===== src/rtl/eal_pkg.sv =====
// constants, opcodes and flag layout of the eight-bit arithmetic and logic unit
// ==========================================================================
package eal_pkg;

    // ======================================================================
    // status flag bit positions
    localparam int unsigned FLAG_C = 0;
    localparam int unsigned FLAG_Z = 1;
    localparam int unsigned FLAG_N = 2;
    localparam int unsigned FLAG_V = 3;
    localparam int unsigned FLAG_S = 4;
    localparam int unsigned FLAG_H = 5;

    // ======================================================================
    // reset values and fixed constants
    localparam logic [7:0]  FLAGS_RST  = 8'h00;
    localparam logic [7:0]  RESULT_RST = 8'h00;
    localparam logic [15:0] WORD_RST   = 16'h0000;
    localparam logic [7:0]  ALL_ONES   = 8'hff;

    // ======================================================================
    // cycle counts per operation class
    localparam int unsigned BYTE_CLOCKS = 1;
    localparam int unsigned WORD_CLOCKS = 2;

    // ======================================================================
    // operation codes
    typedef enum logic [4:0] {
        OP_SUM                  = 5'h00,
        OP_SUM_CARRY            = 5'h01,
        OP_WORD_IMMEDIATE_SUM   = 5'h02,
        OP_DIFFERENCE           = 5'h03,
        OP_CONSTANT_DIFFERENCE  = 5'h04,
        OP_DIFFERENCE_WITH_BORROW          = 5'h05,
        OP_CONSTANT_DIFFERENCE_WITH_BORROW = 5'h06,
        OP_WORD_IMMEDIATE_DIFFERENCE       = 5'h07,
        OP_CONJUNCTION          = 5'h08,
        OP_CONSTANT_MASK_CONJUNCTION       = 5'h09,
        OP_MERGE                = 5'h0a,
        OP_CONSTANT_MERGE       = 5'h0b,
        OP_EXCLUSIVE_MERGE      = 5'h0c,
        OP_ONES_COMPLEMENT      = 5'h0d,
        OP_TWOS_COMPLEMENT      = 5'h0e,
        OP_BIT_SET_MASK         = 5'h0f,
        OP_BIT_CLEAR_MASK       = 5'h10
    } eal_op_e;

    typedef enum logic [0:0] {
        ST_IDLE    = 1'b0,
        ST_WORD_HI = 1'b1
    } eal_state_e;

endpackage


===== src/rtl/eal_alu.sv =====
// arithmetic and logic datapath with status flags
`timescale 1ns/10ps
module eal_alu (
    input  wire logic          ref_clk_in,  // 10 MHz core clock
    input  wire logic          srst_in,     // synchronous reset, high
    input  wire logic          start_in,    // operation valid
    input  eal_pkg::eal_op_e   op_in,       // operation code
    input  wire logic [7:0]    rd_in,       // destination register value
    input  wire logic [7:0]    rr_in,       // source register value
    input  wire logic [7:0]    imm_in,      // immediate constant or mask
    input  wire logic [15:0]   word_in,     // register pair, high:low
    output logic               busy_out,    // word op in second clock
    output logic               done_out,    // one-cycle completion pulse
    output logic [7:0]         result_out,  // byte result
    output logic [15:0]        word_out,    // word result
    output logic [7:0]         flags_out    // status flags
);
    import eal_pkg::*;

    // ======================================================================
    // state
    eal_state_e  state_r, state_nxt;
    logic [7:0]  flags_r, flags_nxt;
    logic [7:0]  result_r, result_nxt;
    logic [15:0] word_r, word_nxt;
    logic        done_r, done_nxt;
    logic [7:0]  lo_r, lo_nxt;
    logic [7:0]  hi_op_r, hi_op_nxt;
    logic        cy_r, cy_nxt;
    logic        wsub_r, wsub_nxt;

    // ======================================================================
    // operand and operation decode
    logic       take;
    logic       use_imm;
    logic       use_cin;
    logic       is_sub;
    logic       is_add;
    logic       is_logic;
    logic [7:0] a;
    logic [7:0] b;
    logic [7:0] r;
    logic [8:0] ext9;
    logic [8:0] hi9;
    logic [7:0] hr;

    assign take     = start_in && (state_r == ST_IDLE);
    assign busy_out = (state_r == ST_WORD_HI);

    always_comb begin
        use_imm = (op_in == OP_CONSTANT_DIFFERENCE) ||
                  (op_in == OP_CONSTANT_DIFFERENCE_WITH_BORROW) ||
                  (op_in == OP_CONSTANT_MASK_CONJUNCTION) ||
                  (op_in == OP_CONSTANT_MERGE) ||
                  (op_in == OP_BIT_SET_MASK) || (op_in == OP_BIT_CLEAR_MASK);
        use_cin = (op_in == OP_SUM_CARRY) || (op_in == OP_DIFFERENCE_WITH_BORROW) ||
                  (op_in == OP_CONSTANT_DIFFERENCE_WITH_BORROW);
        is_add  = (op_in == OP_SUM) || (op_in == OP_SUM_CARRY);
        is_sub  = (op_in == OP_DIFFERENCE) || (op_in == OP_CONSTANT_DIFFERENCE) ||
                  (op_in == OP_DIFFERENCE_WITH_BORROW) ||
                  (op_in == OP_CONSTANT_DIFFERENCE_WITH_BORROW) ||
                  (op_in == OP_TWOS_COMPLEMENT);
        is_logic = (op_in == OP_CONJUNCTION) || (op_in == OP_CONSTANT_MASK_CONJUNCTION) ||
                   (op_in == OP_MERGE) || (op_in == OP_CONSTANT_MERGE) ||
                   (op_in == OP_EXCLUSIVE_MERGE) || (op_in == OP_BIT_SET_MASK) ||
                   (op_in == OP_BIT_CLEAR_MASK);
        // twos complement is zero minus the register
        a = (op_in == OP_TWOS_COMPLEMENT) ? 8'h00 : rd_in;
        b = (op_in == OP_TWOS_COMPLEMENT) ? rd_in : (use_imm ? imm_in : rr_in);
    end

    // ======================================================================
    // next-state and datapath
    always_comb begin
        state_nxt  = state_r;
        flags_nxt  = flags_r;
        result_nxt = result_r;
        word_nxt   = word_r;
        done_nxt   = 1'b0;
        lo_nxt     = lo_r;
        hi_op_nxt  = hi_op_r;
        cy_nxt     = cy_r;
        wsub_nxt   = wsub_r;
        r          = 8'h00;
        ext9       = 9'h000;
        hi9        = 9'h000;
        hr         = 8'h00;
        case (state_r)
            ST_IDLE: begin
                if (take) begin
                    if (is_add) begin
                        ext9 = {1'b0, a} + {1'b0, b} + {8'h00, use_cin & flags_r[FLAG_C]};
                        r = ext9[7:0];
                        flags_nxt[FLAG_C] = ext9[8];
                        flags_nxt[FLAG_H] = (a[3] & b[3]) | (b[3] & ~r[3]) | (~r[3] & a[3]);
                        flags_nxt[FLAG_V] = (a[7] & b[7] & ~r[7]) | (~a[7] & ~b[7] & r[7]);
                        flags_nxt[FLAG_N] = r[7];
                        flags_nxt[FLAG_Z] = (r == 8'h00);
                        result_nxt = r;
                        done_nxt   = 1'b1;
                    end else if (is_sub) begin
                        ext9 = {1'b0, a} - {1'b0, b} - {8'h00, use_cin & flags_r[FLAG_C]};
                        r = ext9[7:0];
                        flags_nxt[FLAG_C] = ext9[8];
                        flags_nxt[FLAG_H] = (~a[3] & b[3]) | (b[3] & r[3]) | (r[3] & ~a[3]);
                        flags_nxt[FLAG_V] = (a[7] & ~b[7] & ~r[7]) | (~a[7] & b[7] & r[7]);
                        flags_nxt[FLAG_N] = r[7];
                        flags_nxt[FLAG_Z] = (r == 8'h00);
                        result_nxt = r;
                        done_nxt   = 1'b1;
                    end else if (is_logic) begin
                        case (op_in)
                            OP_CONJUNCTION, OP_CONSTANT_MASK_CONJUNCTION: r = a & b;
                            OP_MERGE, OP_CONSTANT_MERGE:                  r = a | b;
                            OP_EXCLUSIVE_MERGE:                           r = a ^ b;
                            OP_BIT_SET_MASK:                              r = a | b;
                            OP_BIT_CLEAR_MASK:                r = a & (ALL_ONES - b);
                            default:                                      r = a;
                        endcase
                        flags_nxt[FLAG_V] = 1'b0;
                        flags_nxt[FLAG_N] = r[7];
                        flags_nxt[FLAG_Z] = (r == 8'h00);
                        result_nxt = r;
                        done_nxt   = 1'b1;
                    end else if (op_in == OP_ONES_COMPLEMENT) begin
                        r = ALL_ONES - rd_in;
                        flags_nxt[FLAG_C] = 1'b1;
                        flags_nxt[FLAG_V] = 1'b0;
                        flags_nxt[FLAG_N] = r[7];
                        flags_nxt[FLAG_Z] = (r == 8'h00);
                        result_nxt = r;
                        done_nxt   = 1'b1;
                    end else if ((op_in == OP_WORD_IMMEDIATE_SUM) ||
                                 (op_in == OP_WORD_IMMEDIATE_DIFFERENCE)) begin
                        // low byte now, high byte next clock
                        wsub_nxt = (op_in == OP_WORD_IMMEDIATE_DIFFERENCE);
                        if (op_in == OP_WORD_IMMEDIATE_DIFFERENCE) begin
                            ext9 = {1'b0, word_in[7:0]} - {1'b0, imm_in};
                        end else begin
                            ext9 = {1'b0, word_in[7:0]} + {1'b0, imm_in};
                        end
                        lo_nxt    = ext9[7:0];
                        cy_nxt    = ext9[8];
                        hi_op_nxt = word_in[15:8];
                        state_nxt = ST_WORD_HI;
                    end
                end
            end
            ST_WORD_HI: begin
                if (wsub_r) begin
                    hi9 = {1'b0, hi_op_r} - {8'h00, cy_r};
                end else begin
                    hi9 = {1'b0, hi_op_r} + {8'h00, cy_r};
                end
                hr = hi9[7:0];
                if (wsub_r) begin
                    flags_nxt[FLAG_V] = hi_op_r[7] & ~hr[7];
                    flags_nxt[FLAG_C] = hr[7] & ~hi_op_r[7];
                    flags_nxt[FLAG_S] = hr[7] ^ (hi_op_r[7] & ~hr[7]);
                end else begin
                    flags_nxt[FLAG_V] = ~hi_op_r[7] & hr[7];
                    flags_nxt[FLAG_C] = ~hr[7] & hi_op_r[7];
                    flags_nxt[FLAG_S] = hr[7] ^ (~hi_op_r[7] & hr[7]);
                end
                flags_nxt[FLAG_N] = hr[7];
                flags_nxt[FLAG_Z] = ({hr, lo_r} == 16'h0000);
                word_nxt  = {hr, lo_r};
                done_nxt  = 1'b1;
                state_nxt = ST_IDLE;
            end
            default: begin
                state_nxt = ST_IDLE;
            end
        endcase
    end

    always_ff @(posedge ref_clk_in) begin
        if (srst_in) begin
            state_r  <= ST_IDLE;
            flags_r  <= FLAGS_RST;
            result_r <= RESULT_RST;
            word_r   <= WORD_RST;
            done_r   <= 1'b0;
            lo_r     <= RESULT_RST;
            hi_op_r  <= RESULT_RST;
            cy_r     <= 1'b0;
            wsub_r   <= 1'b0;
        end else begin
            state_r  <= state_nxt;
            flags_r  <= flags_nxt;
            result_r <= result_nxt;
            word_r   <= word_nxt;
            done_r   <= done_nxt;
            lo_r     <= lo_nxt;
            hi_op_r  <= hi_op_nxt;
            cy_r     <= cy_nxt;
            wsub_r   <= wsub_nxt;
        end
    end

    assign done_out   = done_r;
    assign result_out = result_r;
    assign word_out   = word_r;
    assign flags_out  = flags_r;

    // ======================================================================
    // checks
    a_add_result: assert property (@(posedge ref_clk_in) disable iff (srst_in)
        (take && op_in == OP_SUM) |=> done_out &&
        result_out == 8'($past(rd_in) + $past(rr_in)))
        else $error("add result wrong");

    a_word_sum: assert property (@(posedge ref_clk_in) disable iff (srst_in)
        (take && op_in == OP_WORD_IMMEDIATE_SUM) |=> !done_out ##1
        (done_out && word_out == 16'($past(word_in, 2) + {8'h00, $past(imm_in, 2)})))
        else $error("word add wrong");

    a_const_diff: assert property (@(posedge ref_clk_in) disable iff (srst_in)
        (take && op_in == OP_CONSTANT_DIFFERENCE) |=> done_out &&
        result_out == 8'($past(rd_in) - $past(imm_in)))
        else $error("constant subtract wrong");

    a_borrow_diff: assert property (@(posedge ref_clk_in) disable iff (srst_in)
        (take && op_in == OP_DIFFERENCE_WITH_BORROW) |=> result_out ==
        8'($past(rd_in) - $past(rr_in) - {7'h00, $past(flags_out[FLAG_C])}))
        else $error("subtract with carry wrong");

    a_const_borrow: assert property (@(posedge ref_clk_in) disable iff (srst_in)
        (take && op_in == OP_CONSTANT_DIFFERENCE_WITH_BORROW) |=> flags_out[FLAG_Z] ==
        (8'($past(rd_in) - $past(imm_in) - {7'h00, $past(flags_out[FLAG_C])}) == 8'h00))
        else $error("constant subtract with carry zero flag wrong");

    a_word_diff: assert property (@(posedge ref_clk_in) disable iff (srst_in)
        (take && op_in == OP_WORD_IMMEDIATE_DIFFERENCE) |=> busy_out ##1
        (done_out && word_out == 16'($past(word_in, 2) - {8'h00, $past(imm_in, 2)})))
        else $error("word subtract wrong");

    a_and_flags: assert property (@(posedge ref_clk_in) disable iff (srst_in)
        (take && op_in == OP_CONJUNCTION) |=> !flags_out[FLAG_V] &&
        result_out == ($past(rd_in) & $past(rr_in)) && $stable(flags_out[FLAG_C]))
        else $error("and result or flags wrong");

    a_xor_result: assert property (@(posedge ref_clk_in) disable iff (srst_in)
        (take && op_in == OP_EXCLUSIVE_MERGE) |=>
        result_out == ($past(rd_in) ^ $past(rr_in)) && flags_out[FLAG_N] == result_out[7])
        else $error("exclusive or wrong");

    a_set_bits: assert property (@(posedge ref_clk_in) disable iff (srst_in)
        (take && op_in == OP_BIT_SET_MASK) |=> (result_out & $past(imm_in)) == $past(imm_in))
        else $error("set bits not forced");

    a_clear_bits: assert property (@(posedge ref_clk_in) disable iff (srst_in)
        (take && op_in == OP_BIT_CLEAR_MASK) |=> (result_out & $past(imm_in)) == 8'h00)
        else $error("clear bits not forced");

    a_logic_keeps: assert property (@(posedge ref_clk_in) disable iff (srst_in)
        (take && is_logic) |=> $stable(flags_out[FLAG_H]) && $stable(flags_out[FLAG_S]))
        else $error("unlisted flag changed");

    a_twos_comp: assert property (@(posedge ref_clk_in) disable iff (srst_in)
        (take && op_in == OP_TWOS_COMPLEMENT) |=> done_out &&
        result_out == 8'(8'h00 - $past(rd_in)) && flags_out[FLAG_C] == ($past(rd_in) != 8'h00))
        else $error("twos complement wrong");

endmodule


===== config.mk =====
export PLATFORM = sky130hd
export DESIGN_NAME = eal_alu
export DESIGN_NICKNAME = d
export VERILOG_FILES = /design/src/rtl/eal_pkg.sv /design/src/rtl/eal_alu.sv
export SDC_FILE = /design/constraint.sdc
export NUM_CORES = 1
export LEC_CHECK = 0
export ABC_AREA = 1
export BUFFER_PORTS_ARGS = -buffer_cell sky130_fd_sc_hd__buf_2
export CAP_MARGIN = 20
export CORE_MARGIN = 4
export CORE_UTILIZATION = 40
export CTS_CLUSTER_DIAMETER = 40
export DETAILED_ROUTE_END_ITERATION = 10
export GPL_ROUTABILITY_DRIVEN = 0
export PLACE_DENSITY = 0.66
export SYNTH_ARGS = -nofsm -noshare
export SYNTH_HDL_FRONTEND = slang
export SYNTH_SLANG_ARGS = --single-unit
export TNS_END_PERCENT = 100

===== constraint.sdc =====
create_clock -name ref_clk_in -period 3 [get_ports ref_clk_in]
set_input_delay 0.3 -clock ref_clk_in [delete_from_list [all_inputs] [get_ports ref_clk_in]]
set_output_delay 0.3 -clock ref_clk_in [all_outputs]
set_load 0.005 [all_outputs]

==> results.md <==
Synthesis:
- The top flip-flop cell by instance count after synthesis is dfxtp_1.
- Synthesis produced a netlist whose cell count is 711.
- The xor and xnor area share after synthesis is 5.34%.
- The proportion of netlist area held by the largest area contributor is 21.1%.
- Yosys mapped a number of flops with a built-in enable equal to 0.
- By area the synthesized netlist is led by dfxtp_1, ha_1, nand2_1.
- The synthesized netlist occupies a cell area of 4750 sq um.
- The synthesized netlist devotes 17.7% of its cell area to compound gates.
- The average instance area after synthesis is 6.69 sq um.
- By area, the combinational part of the netlist is dominated by simple AND/OR/NAND/NOR gates.
- The synthesis warning total is 0.
- In the synthesized netlist the async set-or-reset flop fraction comes to 0%.
- Summing the areas of all and, or, nand and nor instances in the mapped netlist gives 29.4% of the synthesized area.
- The post-synthesis sequential area ratio is 21.1%.
- The count of state elements after synthesis is 50.
- The number of distinct library cells after synthesis is 47.
- The mux cell area share after synthesis is 0%.
- The cell type with the largest total area after synthesis is dfxtp_1.
- The area share of fa/ha/maj cells after synthesis is 15.1%.

Worst setup path:
- The data arrival time of the critical path is 3290 ps.
- In this design, the stage delay of the slowest critical-path cell is 420 ps.
- Of all nets on the critical path, the largest fanout is 7.
- Among all stages on the critical path, the largest delay is contributed by fa_2.
- The kind of critical path is primary input to register.
- The type of destination of the critical path is a register.
- The launch instance of the worst register-to-register path is flags_out[0].
- The critical path's most frequent cell is nand2_1.
- STA puts the critical path data required time at 3220 ps.
- The register-to-register path setup slack is 290 ps.
- The endpoint of the most critical register-to-register path is flags_out[1].
- The critical path contains buffers and inverters numbering 2 combined.
- The depth of the worst register-to-register path is 16.
- STA classifies the critical path startpoint as a primary input.
- On the critical path the largest part of the delay comes from simple AND/OR/NAND/NOR gates.

Cells and area:
- The finished layout holds 1035 standard cells, fillers aside.
- The proportion of layout cells with a drive suffix above 1 is 31.6%.
- In the layout the commonest cells are nand2_1, buf_4, inv_1.
- The net count of the finished layout is 992.
- The repair_antennas step left the layout with diodes totalling 0.
- Leaving out fill and tap cells, the most frequent cell in the layout is nand2_1.
- The area growth from synthesis to layout is 38.4%.
- Once layout is complete, the utilization of the core stands at 57.1%.
- Counting the fill cells in the layout gives 1106.

Power:
- The maximum vdd ir drop is 246 uV.
- The power density over cell area is 377 nW/um^2.
- The standby leakage power is 3.37 nW.

Timing:
- The final count of pins violating max slew is 0.
- Between clock sinks in the finished design, the worst skew comes to 6.05 ps.
- Setup repair after global routing could not meet its margin everywhere.
- The fmax is 0.326 GHz.
- The worst max-slew margin expressed relative to the limit is 38.1%.
- The measured slew at the worst slew-check pin is 927 ps.
- The routed design could run at a clock period as short as 3070 ps.
- The number of hold violations in the final report is 0.
- The final-layout setup total negative slack is -90.0 ps.
- Setup violations remaining at the end of the flow were counted as 2.
- Of the available clock period, the critical path in the final layout requires 102%.
- The worst path setup slack after routing is -67.1 ps.

Drt:
- The wire length reported by the detailed router is 15300 microns.
- The initial detailed-routing violation count is 332.
- For this run, design rule violations remaining after detail routing come to 0.
- For this block, the via count after detailed routing is 5424.
- The detail route stage leaves a number of antenna-violating nets equal to 0.
- In the final routed layout, each cell accounts on average for 14.7 microns.
- The per-cell via count in the routed design is 5.24.
- The first detailed-routing pass ran for 5 iterations.

CTS:
- The clock-pin slew on the worst setup and hold paths is 70 ps.
- The number of clock buffers added by TritonCTS is 5.
- The H-tree was split into 2 levels.
- CTS placed an instance of clkbuf_16 at the clock tree root.
- For this design, the CTS-stage hold fixing added 0 buffers.
- The clock net sink count is 50.
- The CTS tree is built.
- The deepest clock path buffer count is 2.
- The latest clock arrival within the worst-skew pair is 290 ps.

Hold path:
- The end of the worst hold path is hi_op_r[4].
- The class of the tightest hold or removal check is primary input to register.
- The cell depth of the worst min-delay path is 3.
- In this run the most critical hold path is launched from word_in[12].

Die:
- The overall die height is 117 microns.
- The I/O pin count is 82.
- The core region area is 11500 sq um.
- The die width is 117 microns.
- For this configuration, the core starts out at a cell density of 41.3%.
- The floorplan has 39 rows.
- The full die area is 13700 sq um.

Global routing:
- The wire length of the first global-routing pass is 23300 microns.
- The initial antenna violation count is 0.
- The largest net degree at the start of global routing is 32.
- The number of global-route vias before repair is 4897.
- The total routing usage reported by global routing is 21.4%.
- The total overflow reported by the global router is 0.

Placed design:
- The worst slack at placement is -394 ps.
- The quantity of I/O buffers inserted on ports is 79.
- Including well taps, the total number of placed cells is 1019.
- The total half-perimeter wirelength after legalization and detailed placement is 12000 microns.

Outcome:
- The checks that failed: setup timing.
- The run finished, with violations left.

Job:
- The max-capacitance violation count is 0.
## what timing repair did
item	in CTS	in global routing
endpoints found under the setup margin	2	10
pin swaps	10	38
buffers inserted	1	8
gates resized for setup	8	63
## through the flow
stage                     instance area (sq um)  hold slack [ps]  power [mW]
after floorplan                            4820              436        1.30
after global placement                     6060              453        1.74
after detailed placement                   6060              453        1.75
after CTS                                  6260              253        2.35
after global routing                       6580              266        2.64
final                                      6580              258        2.48
## synth_stat cells (4+ instances only)
| library cell | count |
|---|---|
| o21bai_1 | 5 |
| nand2_1 | 153 |
| nand3_1 | 69 |
| inv_2 | 5 |
| buf_2 | 4 |
| xor2_1 | 18 |
| inv_1 | 102 |
| fa_1 | 7 |
| o21ai_0 | 45 |
| a21oi_1 | 62 |
| a211oi_1 | 4 |
| xnor2_1 | 11 |
| nand2_2 | 6 |
| a31oi_1 | 4 |
| buf_4 | 5 |
| clkbuf_1 | 12 |
| ha_1 | 46 |
| o211ai_1 | 7 |
| dfxtp_1 | 50 |
| nor3_1 | 9 |
| nor2_4 | 4 |
| nand4_1 | 4 |
| nor2_1 | 35 |
| nor4_1 | 4 |
## power breakdown
group          internal [mW]  switching (mW)  total (mW)
combinational          0.563           0.632        1.19
sequential             0.685          0.0122       0.697
clock                  0.318           0.270       0.589
## tightest hold or removal path: stages
cell     delay, ps
buf_2          100
nand2_1         50
a21oi_1         50
## cell type report
| class | instances | area [sq um] | share of cell area, % |
|---|---|---|---|
| inverter | 109 | 422 | 6.41 |
| clock inverter | 3 | 28.8 | 0.437 |
| multi-input combinational | 530 | 3500 | 53.2 |
| clock buffer | 5 | 125 | 1.90 |
| tap | 143 | 179 | 2.72 |
| sequential | 50 | 1000 | 15.2 |
| timing repair buffer | 195 | 1320 | 20.1 |
## state kept, by name, indices dropped and copies added, names as in the netlist
signal	flops
lo_r	8
busy_out	1
cy_r	1
flags_out	6
wsub_r	1
word_out	16
result_out	8
hi_op_r	8
done_out	1
## logic make-up (layout without fill, tap and decap cells)
family,count (synthesis),after routing
xor gates and xnor gates,29,29
and+or+nand+nor,300,300
adders and majority gates,53,53
buffers and inverters,132,312
AOI/OAI and AO/OA,146,146
DFF,50,50
other,1,2
## metal layers
metal / routed length, microns / vias to the layer above / global-route usage (%)
li1: - / 2715 / -
met1: 6650 / 2504 / 28.2
met2: 7460 / 182 / 37.2
met3: 950 / 23 / 2.83
met4: 196 / 0 / 5.05
met5: 0 / - / 0
## worst max path at each step
stage / startpoint / to / depth (start not counted)
final: op_in[2] / flags_out[1] / 25
after global routing: op_in[2] / flags_out[1] / 25
after CTS: op_in[3] / flags_out[1] / 25
after detailed placement: op_in[3] / flags_out[1] / 25
after global placement: op_in[3] / flags_out[1] / 25
after floorplan: op_in[0] / flags_out[1] / 23
(Power assumes the default switching activity.)
